### config.mk
export PLATFORM = sky130hd
export DESIGN_NAME = csc_top
export DESIGN_NICKNAME = d
export VERILOG_FILES = /design/src/hw/csc_pkg.sv /design/src/hw/csc_top.sv
export SDC_FILE = /design/constraint.sdc
export NUM_CORES = 1
export LEC_CHECK = 0
export ABC_AREA = 1
export BUFFER_PORTS_ARGS = -buffer_cell sky130_fd_sc_hd__clkbuf_2
export CAP_MARGIN = 40
export CORE_MARGIN = 10
export CORE_UTILIZATION = 50
export DETAILED_ROUTE_END_ITERATION = 10
export HOLD_SLACK_MARGIN = 0.12
export PLACE_DENSITY_LB_ADDON = 0.25
export SLEW_MARGIN = 30
export SYNTH_ARGS = -nofsm -noshare
export SYNTH_HDL_FRONTEND = slang
export SYNTH_SLANG_ARGS = --single-unit
### constraint.sdc
create_clock -name i_core_clk -period 1.8 [get_ports i_core_clk]
set_input_delay 0.27 -clock i_core_clk [delete_from_list [all_inputs] [get_ports i_core_clk]]
set_output_delay 0.27 -clock i_core_clk [all_outputs]
set_load 0.01 [all_outputs]
### src/hw/csc_pkg.sv
// constants and field layout for the clock synthesizer control block
// assumes a 16-bit register port and a 20 MHz core clock
package csc_pkg;

  // ----------------------------------------------------------------
  // register map
  // ----------------------------------------------------------------
  localparam logic [3:0]  SYNTH_CTRL_ADDR      = 4'h0;
  localparam logic [3:0]  PIN_ASSIGN_ONE_ADDR  = 4'h2;
  localparam logic [15:0] SYNTH_CTRL_RESET     = 16'h3f00;
  localparam logic [15:0] PIN_ASSIGN_ONE_RESET = 16'h0000;
  localparam logic [15:0] UNMAPPED_READ        = 16'h0000;

  // ----------------------------------------------------------------
  // field layout
  // ----------------------------------------------------------------
  typedef struct packed {
    logic       vco_speed;
    logic       prescale;
    logic [5:0] fb_divider;
    logic       bus_div_sel;
    logic [1:0] zero_pad;
    logic       limp_flag;
    logic       lock_flag;
    logic       reset_on_loss;
    logic       stop_sim_clk;
    logic       stop_ext_clk;
  } csc_synth_ctrl_t;

  typedef struct packed {
    logic [13:0] other_fields;
    logic [1:0]  bus_clock_pin_assign_field;
  } csc_pin_assign_t;

  localparam logic [1:0] BUS_CLOCK_FUNC = 2'b10;

  // ----------------------------------------------------------------
  // timing counts
  // ----------------------------------------------------------------
  localparam logic [7:0] LOCK_REF_EDGES   = 8'h10;
  localparam logic [3:0] BUS_HALF_DIV8    = 4'h3;
  localparam logic [3:0] BUS_HALF_DIV16   = 4'h7;
  localparam logic [2:0] VCO_PER_SYS_DIV  = 3'h4;
  localparam logic [2:0] VCO_PER_SYS_BYP  = 3'h2;
  localparam logic [1:0] FB_BASE_SHIFT    = 2'h2;
  localparam logic [11:0] EXT_MULTIPLIER  = 12'h001;

  typedef enum {
    LOCK_EXTERNAL,
    LOCK_ACQUIRE,
    LOCK_HELD
  } csc_lock_state_t;

endpackage : csc_pkg

### src/hw/csc_top.sv
// control logic of the system clock generator: source select, frequency
// programming, lock tracking, power-up reset hold and slow bus clock
// assumes the analog loop sits outside and follows the programmed outputs
//
// The implementer's own choices: the register offsets and strobed register access.
`timescale 1ns/100ps
`default_nettype none

module csc_top (
  input  wire logic        i_core_clk,
  input  wire logic        i_rst,
  input  wire logic        i_clock_mode_pin,
  input  wire logic        i_reference_input_pin,
  input  wire logic [3:0]  i_reg_addr,
  input  wire logic [15:0] i_reg_wdata,
  input  wire logic        i_reg_wr,
  input  wire logic        i_reg_rd,
  output logic      [15:0] o_reg_rdata,
  output logic             o_synth_enable,
  output logic             o_vco_speed,
  output logic             o_post_divide_bypass,
  output logic      [6:0]  o_fb_modulus,
  output logic      [2:0]  o_vco_to_sys_ratio,
  output logic      [11:0] o_freq_multiplier,
  output logic             o_synth_lock,
  output logic             o_internal_reset,
  output logic             o_slow_bus_clock,
  output logic             o_top_address_pin_out,
  output logic             o_top_address_pin_oe
);

  // ----------------------------------------------------------------
  // address decode
  // ----------------------------------------------------------------
  function automatic logic addr_hit(input logic [3:0] addr, input logic [3:0] target);
    addr_hit = (addr == target);
  endfunction : addr_hit

  // ----------------------------------------------------------------
  // pin synchronisers
  // ----------------------------------------------------------------
  logic [2:0] ref_sync;
  logic       mode_filt;
  logic       ref_filt;
  logic       ref_filt_d;
  logic       ref_edge;

  // reset level matches an idle-low reference, so release brings no false edge
  always_ff @(posedge i_core_clk) begin
    if (i_rst) begin
      ref_sync <= 3'h0;
    end else begin
      ref_sync <= {ref_sync[1:0], i_reference_input_pin};
    end
  end

  // mode pin is sampled inside reset, so its chain keeps running there
  logic [2:0] mode_chain;
  always_ff @(posedge i_core_clk) begin
    mode_chain <= {mode_chain[1:0], i_clock_mode_pin};
  end

  // a change counts only once stages two and three agree
  always_ff @(posedge i_core_clk) begin
    if (mode_chain[1] == mode_chain[2]) begin
      mode_filt <= mode_chain[2];
    end
  end

  always_ff @(posedge i_core_clk) begin
    if (i_rst) begin
      ref_filt   <= 1'b0;
      ref_filt_d <= 1'b0;
      ref_edge   <= 1'b0;
    end else begin
      if (ref_sync[1] == ref_sync[2]) begin
        ref_filt <= ref_sync[2];
      end
      ref_filt_d <= ref_filt;
      ref_edge   <= ref_filt & ~ref_filt_d;
    end
  end

  // ----------------------------------------------------------------
  // clock source latch
  // ----------------------------------------------------------------
  logic synth_mode;

  // tracks the pin throughout reset, frozen from the release onward
  always_ff @(posedge i_core_clk) begin
    if (i_rst) begin
      synth_mode <= mode_filt;
    end
  end

  // ----------------------------------------------------------------
  // registers
  // ----------------------------------------------------------------
  csc_pkg::csc_synth_ctrl_t ctrl;
  csc_pkg::csc_synth_ctrl_t wr_ctrl;
  csc_pkg::csc_pin_assign_t pin_assign;
  logic                     wrote_once;
  logic                     ctrl_wr;
  logic                     pin_wr;
  logic                     fb_changed;

  assign wr_ctrl    = csc_pkg::csc_synth_ctrl_t'(i_reg_wdata);
  assign ctrl_wr    = i_reg_wr & addr_hit(i_reg_addr, csc_pkg::SYNTH_CTRL_ADDR);
  assign pin_wr     = i_reg_wr & addr_hit(i_reg_addr, csc_pkg::PIN_ASSIGN_ONE_ADDR);
  // prescale is outside the loop, so only W and Y disturb the comparator
  assign fb_changed = ctrl_wr & ((wr_ctrl.vco_speed != ctrl.vco_speed) |
                                 (wr_ctrl.fb_divider != ctrl.fb_divider));

  always_ff @(posedge i_core_clk) begin
    if (i_rst) begin
      ctrl <= csc_pkg::csc_synth_ctrl_t'(csc_pkg::SYNTH_CTRL_RESET);
    end else if (ctrl_wr) begin
      ctrl.vco_speed     <= wr_ctrl.vco_speed;
      ctrl.prescale      <= wr_ctrl.prescale;
      ctrl.fb_divider    <= wr_ctrl.fb_divider;
      ctrl.bus_div_sel   <= wr_ctrl.bus_div_sel;
      ctrl.reset_on_loss <= wr_ctrl.reset_on_loss;
      ctrl.stop_sim_clk  <= wr_ctrl.stop_sim_clk;
      ctrl.stop_ext_clk  <= wr_ctrl.stop_ext_clk;
    end
  end

  always_ff @(posedge i_core_clk) begin
    if (i_rst) begin
      wrote_once <= 1'b0;
    end else if (ctrl_wr) begin
      wrote_once <= 1'b1;
    end
  end

  always_ff @(posedge i_core_clk) begin
    if (i_rst) begin
      pin_assign <= csc_pkg::csc_pin_assign_t'(csc_pkg::PIN_ASSIGN_ONE_RESET);
    end else if (pin_wr) begin
      pin_assign <= csc_pkg::csc_pin_assign_t'(i_reg_wdata);
    end
  end

  // ----------------------------------------------------------------
  // lock tracking
  // ----------------------------------------------------------------
  csc_pkg::csc_lock_state_t lock_state;
  logic [7:0]               ref_count;

  // the loop is modelled by counting reference edges after any disturbance
  always_ff @(posedge i_core_clk) begin
    if (i_rst) begin
      lock_state <= csc_pkg::LOCK_ACQUIRE;
      ref_count  <= 8'h00;
    end else begin
      case (lock_state)
        csc_pkg::LOCK_EXTERNAL: begin
          ref_count <= 8'h00;
        end
        csc_pkg::LOCK_ACQUIRE: begin
          if (!synth_mode) begin
            lock_state <= csc_pkg::LOCK_EXTERNAL;
          end else if (fb_changed) begin
            // a new ratio mid-acquire restarts the count, never locks on a stale one
            ref_count <= 8'h00;
          end else if (ref_edge) begin
            if (ref_count == csc_pkg::LOCK_REF_EDGES - 8'h01) begin
              lock_state <= csc_pkg::LOCK_HELD;
              ref_count  <= 8'h00;
            end else begin
              ref_count <= ref_count + 8'h01;
            end
          end
        end
        csc_pkg::LOCK_HELD: begin
          if (fb_changed) begin
            lock_state <= csc_pkg::LOCK_ACQUIRE;
            ref_count  <= 8'h00;
          end
        end
        default: begin
          lock_state <= csc_pkg::LOCK_ACQUIRE;
          ref_count  <= 8'h00;
        end
      endcase
    end
  end

  logic lock_view;
  // before the first write the flag is not yet meaningful and reads one
  always_comb begin
    lock_view = 1'b1;
    if (synth_mode && wrote_once) begin
      lock_view = (lock_state == csc_pkg::LOCK_HELD);
    end
  end

  // same edge as read data, so the pin and read bit 3 always agree
  always_ff @(posedge i_core_clk) begin
    if (i_rst) begin
      o_synth_lock <= 1'b0;
    end else begin
      o_synth_lock <= lock_view;
    end
  end

  // ----------------------------------------------------------------
  // power-up reset hold
  // ----------------------------------------------------------------
  // once released, later relocks do not pull the chip back into reset
  always_ff @(posedge i_core_clk) begin
    if (i_rst) begin
      o_internal_reset <= 1'b1;
    end else if (lock_state != csc_pkg::LOCK_ACQUIRE) begin
      o_internal_reset <= 1'b0;
    end
  end

  // ----------------------------------------------------------------
  // frequency programming outputs
  // ----------------------------------------------------------------
  localparam csc_pkg::csc_synth_ctrl_t CTRL_AT_RESET = csc_pkg::csc_synth_ctrl_t'(csc_pkg::SYNTH_CTRL_RESET);
  // idle modulus follows the reset divider, so external mode parks the loop there
  localparam logic [6:0] IDLE_MODULUS = {1'b0, CTRL_AT_RESET.fb_divider} + 7'h01;

  logic [11:0] next_multiplier;
  logic [6:0]  fb_mod;
  logic [2:0]  mult_shift;

  assign fb_mod = {1'b0, ctrl.fb_divider} + 7'h01;
  // shift reaches five with W and X set: three bits, or the top ratios wrap
  assign mult_shift = {1'b0, csc_pkg::FB_BASE_SHIFT} + {1'b0, ctrl.vco_speed, 1'b0} + {2'b00, ctrl.prescale};

  always_comb begin
    next_multiplier = csc_pkg::EXT_MULTIPLIER;
    if (synth_mode) begin
      next_multiplier = {5'h00, fb_mod} << mult_shift;
    end
  end

  // external mode forces every synthesizer control to its idle value
  always_ff @(posedge i_core_clk) begin
    if (i_rst) begin
      o_synth_enable       <= 1'b0;
      o_vco_speed          <= 1'b0;
      o_post_divide_bypass <= 1'b0;
      o_fb_modulus         <= IDLE_MODULUS;
      o_vco_to_sys_ratio   <= csc_pkg::VCO_PER_SYS_DIV;
      o_freq_multiplier    <= csc_pkg::EXT_MULTIPLIER;
    end else begin
      o_synth_enable       <= synth_mode;
      o_vco_speed          <= synth_mode & ctrl.vco_speed;
      o_post_divide_bypass <= synth_mode & ctrl.prescale;
      o_fb_modulus         <= synth_mode ? fb_mod : IDLE_MODULUS;
      o_vco_to_sys_ratio   <= (synth_mode && ctrl.prescale) ? csc_pkg::VCO_PER_SYS_BYP
                                                           : csc_pkg::VCO_PER_SYS_DIV;
      o_freq_multiplier    <= next_multiplier;
    end
  end

  // ----------------------------------------------------------------
  // slow bus clock
  // ----------------------------------------------------------------
  logic [3:0] bus_cnt;
  logic [3:0] bus_half;
  logic       next_bus_clk;
  logic       pin_selected;

  assign bus_half     = ctrl.bus_div_sel ? csc_pkg::BUS_HALF_DIV16 : csc_pkg::BUS_HALF_DIV8;
  assign next_bus_clk = (bus_cnt >= bus_half) ? ~o_slow_bus_clock : o_slow_bus_clock;
  assign pin_selected = (pin_assign.bus_clock_pin_assign_field == csc_pkg::BUS_CLOCK_FUNC);

  // >= rather than == so a ratio change mid-period cannot overrun
  always_ff @(posedge i_core_clk) begin
    if (i_rst) begin
      bus_cnt          <= 4'h0;
      o_slow_bus_clock <= 1'b0;
    end else begin
      bus_cnt          <= (bus_cnt >= bus_half) ? 4'h0 : bus_cnt + 4'h1;
      o_slow_bus_clock <= next_bus_clk;
    end
  end

  always_ff @(posedge i_core_clk) begin
    if (i_rst) begin
      o_top_address_pin_out <= 1'b0;
      o_top_address_pin_oe  <= 1'b0;
    end else begin
      o_top_address_pin_out <= pin_selected & next_bus_clk;
      o_top_address_pin_oe  <= pin_selected;
    end
  end

  // ----------------------------------------------------------------
  // read port
  // ----------------------------------------------------------------
  csc_pkg::csc_synth_ctrl_t ctrl_view;
  logic                     ctrl_rd;
  logic                     pin_rd;

  assign ctrl_rd = i_reg_rd & addr_hit(i_reg_addr, csc_pkg::SYNTH_CTRL_ADDR);
  assign pin_rd  = i_reg_rd & addr_hit(i_reg_addr, csc_pkg::PIN_ASSIGN_ONE_ADDR);

  // limp detection is not built, so its flag and the pad bits read zero
  always_comb begin
    ctrl_view           = ctrl;
    ctrl_view.zero_pad  = 2'h0;
    ctrl_view.limp_flag = 1'b0;
    ctrl_view.lock_flag = lock_view;
  end

  always_ff @(posedge i_core_clk) begin
    if (i_rst) begin
      o_reg_rdata <= csc_pkg::UNMAPPED_READ;
    end else if (ctrl_rd) begin
      o_reg_rdata <= 16'(ctrl_view);
    end else if (pin_rd) begin
      o_reg_rdata <= 16'(pin_assign);
    end else begin
      o_reg_rdata <= csc_pkg::UNMAPPED_READ;
    end
  end

endmodule : csc_top

`default_nettype wire

[Word level (Yosys, flattened, before mapping)]
Index checks and enable logic that the tools add are counted.
Cells by class
  $add $sub $neg: 5
  $lt $le $gt $ge: 1
  equal/unequal tests: 17
  shift-type cells: 1
  mux-type cells: 18
  bitwise logic cells: 15
  reductions and logical operators: 9
Operator list (count)
  32-bit two-way mux: 5
  32-bit case mux with 3 select lines: 1
  8-bit two-way mux: 5
  32-bit by 1-bit equality test with 1-bit output, second input constant: 1
  32-bit by 2-bit equality test with 1-bit output, second input constant: 1
  32-bit by 3-bit equality test with 1-bit output, second input constant: 1
  32-bit zero test: 1
  16-bit two-way mux: 2
  32-bit by 2-bit inequality test with 1-bit output, second input constant: 1
  8-bit case mux with 2 select lines: 1
  3-bit inequality test, second input constant: 4
  7-bit by 3-bit left shift with 12-bit output: 1
  1-bit AND: 9
  8-bit by 1-bit adder with 8-bit output, second input constant: 1
  8-bit by 4-bit equality test with 1-bit output, second input constant: 1
  6-bit by 1-bit adder with 7-bit output, second input constant: 1
  3-bit two-way mux: 2
  6-bit inequality test: 1
  1-bit NOT: 5
  5-bit AND reduction: 1
  4-bit by 1-bit adder with 4-bit output, second input constant: 1
  4-bit by 2-bit equality test with 1-bit output, second input constant: 1
  4-bit by 3-bit greater-or-equal comparator with 1-bit output: 1
  4-bit zero test: 1
  other kinds (12): 17
Word-level totals
  bits in registers: 130
  input bits: 26
  output and inout port bits: 46
  logic and storage cells: 99

[Logic depth before layout (Yosys ltp)]
Gate-level depths: netlist of the first run.
  depth in word-level cells: 6
  mapped depth: 12
  mapped depth without buffers: 12

[Least setup slack after synthesis of the first run]
OpenSTA, ideal clock, no wires.
  path kind: register to register
  start point: register ctrl[8] (netlist name)
  end point: register ref_count[1]
  library setup time: 0.114 ns
  data arrival time: 1.295 ns
  required time: 1.686 ns
  slack: 0.391 ns
  cell stages (with the launch flop): 12
  path buffers: 0
  clock period less this slack: 1.409 ns
  cell sequence: dfxtp_1 -> inv_2 -> nand2_1 -> nand2_1 -> nor2_1 -> nand2_1 -> o21bai_4 -> nand3b_4 -> nand2_4 -> nand2_1 -> nand2_1 -> nor2_1
Between the ends
  cells in the longest elaborated chain, start to end: 6
  elaborated cells on any way between the ends: 9
  those cells by class: eq/ne: 3; mux: 3; bitwise: 2; reduce/logical: 1
RTL lines
  start, declared: RTL line csc_top.sv:99  | csc_pkg::csc_synth_ctrl_t ctrl;
  start signal, assigned: RTL line csc_top.sv:116  | ctrl <= csc_pkg::csc_synth_ctrl_t'(csc_pkg::SYNTH_CTRL_RESET);
  6-bit inequality test *: RTL line csc_top.sv:112  | (wr_ctrl.fb_divider != ctrl.fb_divider));
  1-bit OR *: RTL line csc_top.sv:111  | assign fb_changed = ctrl_wr & ((wr_ctrl.vco_speed != ctrl.vco_speed) |
  1-bit AND *: RTL line csc_top.sv:111
  8-bit two-way mux: RTL line csc_top.sv:163  | end else if (fb_changed) begin
  8-bit two-way mux: RTL line csc_top.sv:161  | if (!synth_mode) begin
  8-bit case mux with 2 select lines: RTL line csc_top.sv:156  | case (lock_state)
  end signal, assigned: RTL line csc_top.sv:171  | ref_count <= ref_count + 8'h01;
  end, declared: RTL line csc_top.sv:148  | logic [7:0] ref_count;
Mark *: on every way between the ends. The rest lies on a longest branch, timed or not. The select of a mux whose other input is x is not followed.
A chain may end at the register's enable or synchronous reset.

[Final worst setup path of the first run]
  start point: register ref_count[0]
  end point: register ref_count[6]
Between the ends
  cells in the longest elaborated chain, start to end: 6
  elaborated cells on any way between the ends: 7
  those cells by class: add/sub: 1; eq/ne: 1; mux: 5
RTL lines
  8-bit by 1-bit adder with 8-bit output / 8-bit by 4-bit equality test with 1-bit output (equally long branches): RTL line csc_top.sv:171, csc_top.sv:167
  8-bit two-way mux *: RTL line csc_top.sv:167  | if (ref_count == csc_pkg::LOCK_REF_EDGES - 8'h01) begin
  8-bit two-way mux *: RTL line csc_top.sv:166  | end else if (ref_edge) begin
  8-bit two-way mux *: RTL line csc_top.sv:163
  8-bit two-way mux *: RTL line csc_top.sv:161
  8-bit case mux with 2 select lines *: RTL line csc_top.sv:156
Marks and branches as above.

==> results of run 1 <==
==> power groups by stage <==
stage | logic [mW] | registers, mW | clock network, mW
global placement | 0.613 | 2.42 | 0
finish | 0.647 | 2.38 | 1.39
global route | 0.742 | 2.40 | 1.51
detailed placement | 0.639 | 2.43 | 0
floorplan | 0.462 | 2.42 | 0
CTS | 0.645 | 2.38 | 1.41
==> routing by layer <==
layer	GRT usage, %	up-vias	share of wire [%]
li1	-	1571	-
met1	16.5	1341	45
met2	23.4	74	47
met3	5.05	8	7.0
met4	5.98	0	1.1
met5	0	-	0
==> critical path, stage by stage (launching register included) <==
cell and delay, ns:
dfxtp_1 0.39, ha_1 0.21, nand3_1 0.14, nor2_1 0.20, nand2_1 0.08, nand2_1 0.07, nand2_1 0.05, inv_1 0.05
nand2_1 0.04, nor2_1 0.10, nand3_1 0.08, a21oi_1 0.14
==> layout by cell type, fill, tap and decap left out, types with 2 or more instances in the layout <==
master / count
buf_4: 8
nor2_2: 2
a21oi_1: 35
ha_1: 4
nand2_2: 2
clkinv_2: 2
nor2_1: 53
clkbuf_8: 9
nand2_1: 64
xor2_1: 5
clkbuf_2: 70
dfxtp_2: 2
edfxtp_1: 2
inv_6: 2
o22ai_1: 6
conb_1: 2
nand3_1: 16
nor3_1: 6
xnor2_1: 4
o32ai_1: 13
dfxtp_1: 94
inv_1: 63
o21ai_0: 36
nand4_1: 2
inv_2: 4
dlygate4sd3_1: 2
==> sequential cells by signal, summed over array words and instances (netlist names), 2 cells and up <==
register	count
bus_cnt	4
ctrl	12
lock_state	2
mode_chain	3
o_fb_modulus	7
o_freq_multiplier	12
o_reg_rdata	16
o_vco_to_sys_ratio	2
pin_assign	16
ref_count	8
ref_sync	3
==> layout make-up <==
type	instances	area (sq um)	share of cell area, %
well taps	99	124	2.86
flip-flops and latches	98	1980	45.8
repair buffers	80	430	9.94
clock inverters	6	65.1	1.50
clock buffers	9	124	2.86
multi-input cells	261	1350	31.1
inverters	68	255	5.90
==> cell families (layout without fill, tap and decap cells) <==
| logic type | Yosys count | after routing |
|---|---|---|
| AND/OR/NAND/NOR | 152 | 152 |
| XOR/XNOR | 9 | 9 |
| adder cells (fa/ha/maj) | 4 | 4 |
| AO/OA/AOI/OAI | 93 | 94 |
| other | 1 | 2 |
| buffers and inverters | 85 | 163 |
| flip-flops | 98 | 98 |
==> worst paths after layout <==
path                         from            end  slack (ns)
hold / removal    i_reg_wdata[10]       ctrl[10]        0.18
setup reg to reg     ref_count[0]   ref_count[6]        0.18
hold reg to reg     mode_chain[0]  mode_chain[1]        0.35
setup / recovery     ref_count[0]   ref_count[6]        0.18
==> repair_timing <==
action	in CTS	in global routing
setup endpoints to repair	0	9
resized for setup	0	3
endpoints found under the hold margin	2	0
hold buffers	2	0
==> per-stage QoR <==
step                      util, %  power [mW]  hold slack, ns  setup WS [ns]  instance area [sq um]
final                        60.3        4.41           0.176          0.180                   4330
after global routing         60.3        4.65           0.181        0.00344                   4330
after CTS                    60.1        4.43           0.162          0.126                   4310
after detailed placement     57.2        3.07           0.327          0.154                   4100
after global placement       57.2        3.04           0.311          0.239                   4100
after floorplan                 -        2.88           0.298          0.391                   3640
==> impl_metrics.tcl, run 1 <==
set metrics [dict create \
    port_buffers 70 \
    internal_power_mw 3.18 \
    clk_latency_ns 0.37 \
    ctsLongestPathBuffers 2 \
    synthFlopType "dfxtp_1" \
    dp.cells 603 \
    worst_r2r_path_depth 11 \
    n_fill_cell 662 \
    num_vias 2994 \
    cts_root_buf "clkbuf_8" \
    end_kind "register" \
    synth_top_area_share_pct 52.8 \
    worstHoldPathCells 3 \
    finalSetupViolCount 0 \
    ant_nets 0 \
    power.switching_mw 1.23 \
    outcome "completed" \
    startpoint_type "register" \
    layout-drive-gt1-share_pct 21.1 \
    ioPinCount 72 \
    grtUsageTotal_pct 14.3 \
    synthXorXnorAreaFrac_pct 2.17 \
    p_seq_share_pct 53.9 \
    core_area_sq_um 7180 \
    drt_first_pass_iters 4 \
    worstPathRequired_ns 2.09 \
    grt_setup_unrepaired "no" \
    path_max_fanout 4 \
    drt_iter0_drc 143 \
    comb_power_share_pct 14.7 \
    wl_per_cell_microns 12.8 \
    grt_max_degree 33 \
    synthMuxAreaShare_pct 0 \
    start_util_pct 50.7 \
    drc 0 \
    period_share_pct 90.0 \
    holdCritPathClass "input pin to register" \
    yosys.area_share.simple_pct 18.0 \
    slew_viol_final 0 \
    synth_cell_types 32 \
    synthTopCellsByArea "dfxtp_1 (53%), nand2_1 (6.7%), inv_1 (6.5%), nor2_1 (5.5%), o21ai_0 (5.0%)" \
    ys_async_sr_fraction_pct 0 \
    gp_congestion 0.772 \
    min_period_ns 1.62 \
    synth_top_family_by_area "simple AND/OR/NAND/NOR gates" \
    die_y_microns 105 \
    tns_ns 0 \
    synth.yosys.seq_area_share_pct 54.5 \
    p_per_area_nw_per_um2 1020 \
    die_w_microns 105 \
    post_cts_buffers 0 \
    rows 31 \
    clkTransAtPathRegs_ns 0.10 \
    antenna_found_initial 0 \
    overflow 0 \
    path_class "register to register" \
    power_switching_share_pct 27.9 \
    cts_made_buffers 9 \
    antenna_cells 0 \
    drv_cap 0 \
    nets 548 \
    routed_wirelength_microns 7970 \
    vdd_drop_max_uv 701 \
    synth_edf_count 2 \
    power.share.clock_pct 31.4 \
    max_freq_mhz 617 \
    synth-adder-area-share_pct 1.38 \
    htree_levels 3 \
    dieArea_sq_um 11100 \
    netlist_instances 442 \
    ys_ff_latch 98 \
    fin_skew_ns 0.0152 \
    cts.sinks 98 \
    layout.cells.non_filler 621 \
    synth_area_leader_cell "dfxtp_1" \
    synth_compound_area_share_pct 14.9 \
    synth_area_sq_um 3640 \
    drt-vias-per-instance 4.82 \
    hpwl_microns 5940 \
    synth_common_cells "dfxtp_1 (96), nand2_1 (65), inv_1 (63)" \
    cts_tree "built" \
    leakage_nw 1.96 \
    yosysWarningCount 0 \
    worstPathArrival_ns 1.91 \
    yosysMostFrequentCell "dfxtp_1" \
    grt_pass1_wl_microns 13200 \
    syn_to_final_growth_pct 19.0 \
    hold_viol 0 \
    grt_pass1_vias 2871 \
    synth_area_per_cell_sq_um 8.23 \
]
Power figures use the tool's default switching activity.
==> inputs of run 2 (changes only) <==
- BUFFER_PORTS_ARGS: -buffer_cell sky130_fd_sc_hd__clkbuf_2 -> default
- CAP_MARGIN: 40 -> default
- DONT_BUFFER_PORTS: default -> 1
==> run 2 against run 1 <==
  * Non-clock buffer count shrank 55
  * Wire length grew 2.4%
  * Setup slack is essentially flat
  * Clock skew shrank 0.0052 ns
  * Clock power grew 19%
  * Register-to-register slack is essentially flat
  * Global-route usage grew 0.48 points
  * Count of clock-buffer cells in the layout is the same
  * Utilization shrank 1.8 points
  * Total power grew 5.6%
  * Largest cell class unchanged
  * Largest power group unchanged
==> impl_metrics.tcl, run 2 (synthesis gave the netlist of run 1 again) <==
set metrics [dict create \
    clk_latency_ns 0.36 \
    drc 0 \
    max_freq_mhz 617 \
    drv_cap 0 \
    ctsLongestPathBuffers 2 \
    utilization_pct 58.5 \
    end_kind "register" \
    htree_levels 3 \
    layout-drive-gt1-share_pct 8.78 \
    die_w_microns 105 \
    port_buffers 0 \
    dp.cells 531 \
    n_fill_cell 642 \
    power_mw 4.66 \
    pre_cts_ws_ns 0.171 \
    overflow 0 \
    grt_max_degree 34 \
    design_area_sq_um 4200 \
    drt_iter0_drc 270 \
    holdCritPathClass "input pin to register" \
    die_y_microns 105 \
    slew_viol_final 0 \
    fin_skew_ns 0.0100 \
    rows 31 \
    whs_ns 0.170 \
    ioPinCount 72 \
    path_class "register to register" \
    path_max_fanout 6 \
    grtUsageTotal_pct 14.7 \
    dieArea_sq_um 11100 \
    layout_common_cells "dfxtp_1 (93), nand2_1 (65), inv_1 (62), nor2_1 (52), o21ai_0 (36)" \
    cts_tree "built" \
    final_common_cell "dfxtp_1" \
    routed_wirelength_microns 8160 \
    leakage_nw 1.75 \
    multi_input_area_sq_um 1350 \
    cts.sinks 98 \
    nets 493 \
    antenna_cells 0 \
    place_area_sq_um 3740 \
    tns_ns 0 \
    r2r_setup_slack_ns 0.18 \
    gp_congestion 0.787 \
    grt_setup_unrepaired "no" \
    cts_root_buf "clkbuf_8" \
    drt-vias-per-instance 5.04 \
    vdd_drop_max_uv 664 \
    ant_nets 0 \
    grt_pass1_vias 2724 \
    outcome "completed" \
    worstPathRequired_ns 2.06 \
    period_share_pct 90.0 \
    min_period_ns 1.62 \
    setup_slack_ns 0.180 \
    wl_per_cell_microns 14.4 \
    layout.cells.non_filler 566 \
    startpoint_type "register" \
    worstPathArrival_ns 1.88 \
    core_area_sq_um 7180 \
    grt_pass1_wl_microns 13300 \
    finalSetupViolCount 0 \
    hold_viol 0 \
    num_vias 2853 \
    hpwl_microns 5560 \
    p_per_area_nw_per_um2 1110 \
    start_util_pct 50.7 \
    largestRegisters "o_reg_rdata (16), pin_assign (16)" \
    ff_latch_area_sq_um 1990 \
    clkTransAtPathRegs_ns 0.09 \
    cts_made_buffers 9 \
    syn_to_final_growth_pct 15.5 \
    drt_first_pass_iters 4 \
    antenna_found_initial 0 \
]
==> run 2: cell types whose count changed in the layout (fill, tap and decap cells not counted), moves of 2 or more <==
cell and change:
buf_4 -2, bufinv_16 +2, clkbuf_2 -70, dlygate4sd3_1 +16
inv_6 -2
==> run 2: where the power goes <==
group / internal [mW] / switching, mW / leakage (nW)
Combinational: 0.236 / 0.372 / 0.826
Clock: 0.924 / 0.730 / 0.121
Sequential: 2.30 / 0.100 / 0.799
Total: 3.46 / 1.20 / 1.75
==> run 2: final timing paths <==
kind,from,end,cells past startpoint
max reg2reg,ctrl[13],ref_count[0],11
max,ctrl[13],ref_count[0],11
min reg2reg,mode_chain[0],mode_chain[1],0
min,i_reg_wdata[0],pin_assign[0],2
==> run 2: worst max-delay path, stage by stage, from the launching register on <==
cell,delay [ns]
dfxtp_1,0.35
inv_1,0.10
nand2_1,0.07
nand2_1,0.05
nor2_1,0.09
nand2_1,0.12
o21bai_4,0.26
nand2_2,0.10
nor2_2,0.14
nor2_4,0.06
nor2_1,0.10
nor2_1,0.06
==> run 2: metal layers <==
metal / vias up / wire length, microns / GRT usage, %
li1: 1465 / - / -
met1: 1301 / 3620 / 17.5
met2: 77 / 3780 / 23.4
met3: 10 / 618 / 5.60
met4: 0 / 140 / 6.37
met5: - / 0 / 0
==> run 2: area by class of cell <==
cell class                 instances  area share, %
sequential                        98           47.3
multi-input combinational        261           32.2
inverter                          68           6.08
timing repair buffer              25           5.84
clock buffer                       9           2.95
tap                               99           2.95
clock inverter                     6           2.74
==> run 2: what timing repair did <==
item | 4_1_cts | 5_1_grt
hold endpoints to repair | 55 | 0
endpoints found under the setup margin | 0 | 4
resized for setup | 0 | 6
setup buffers | 0 | 0
hold buffers | 19 | 0
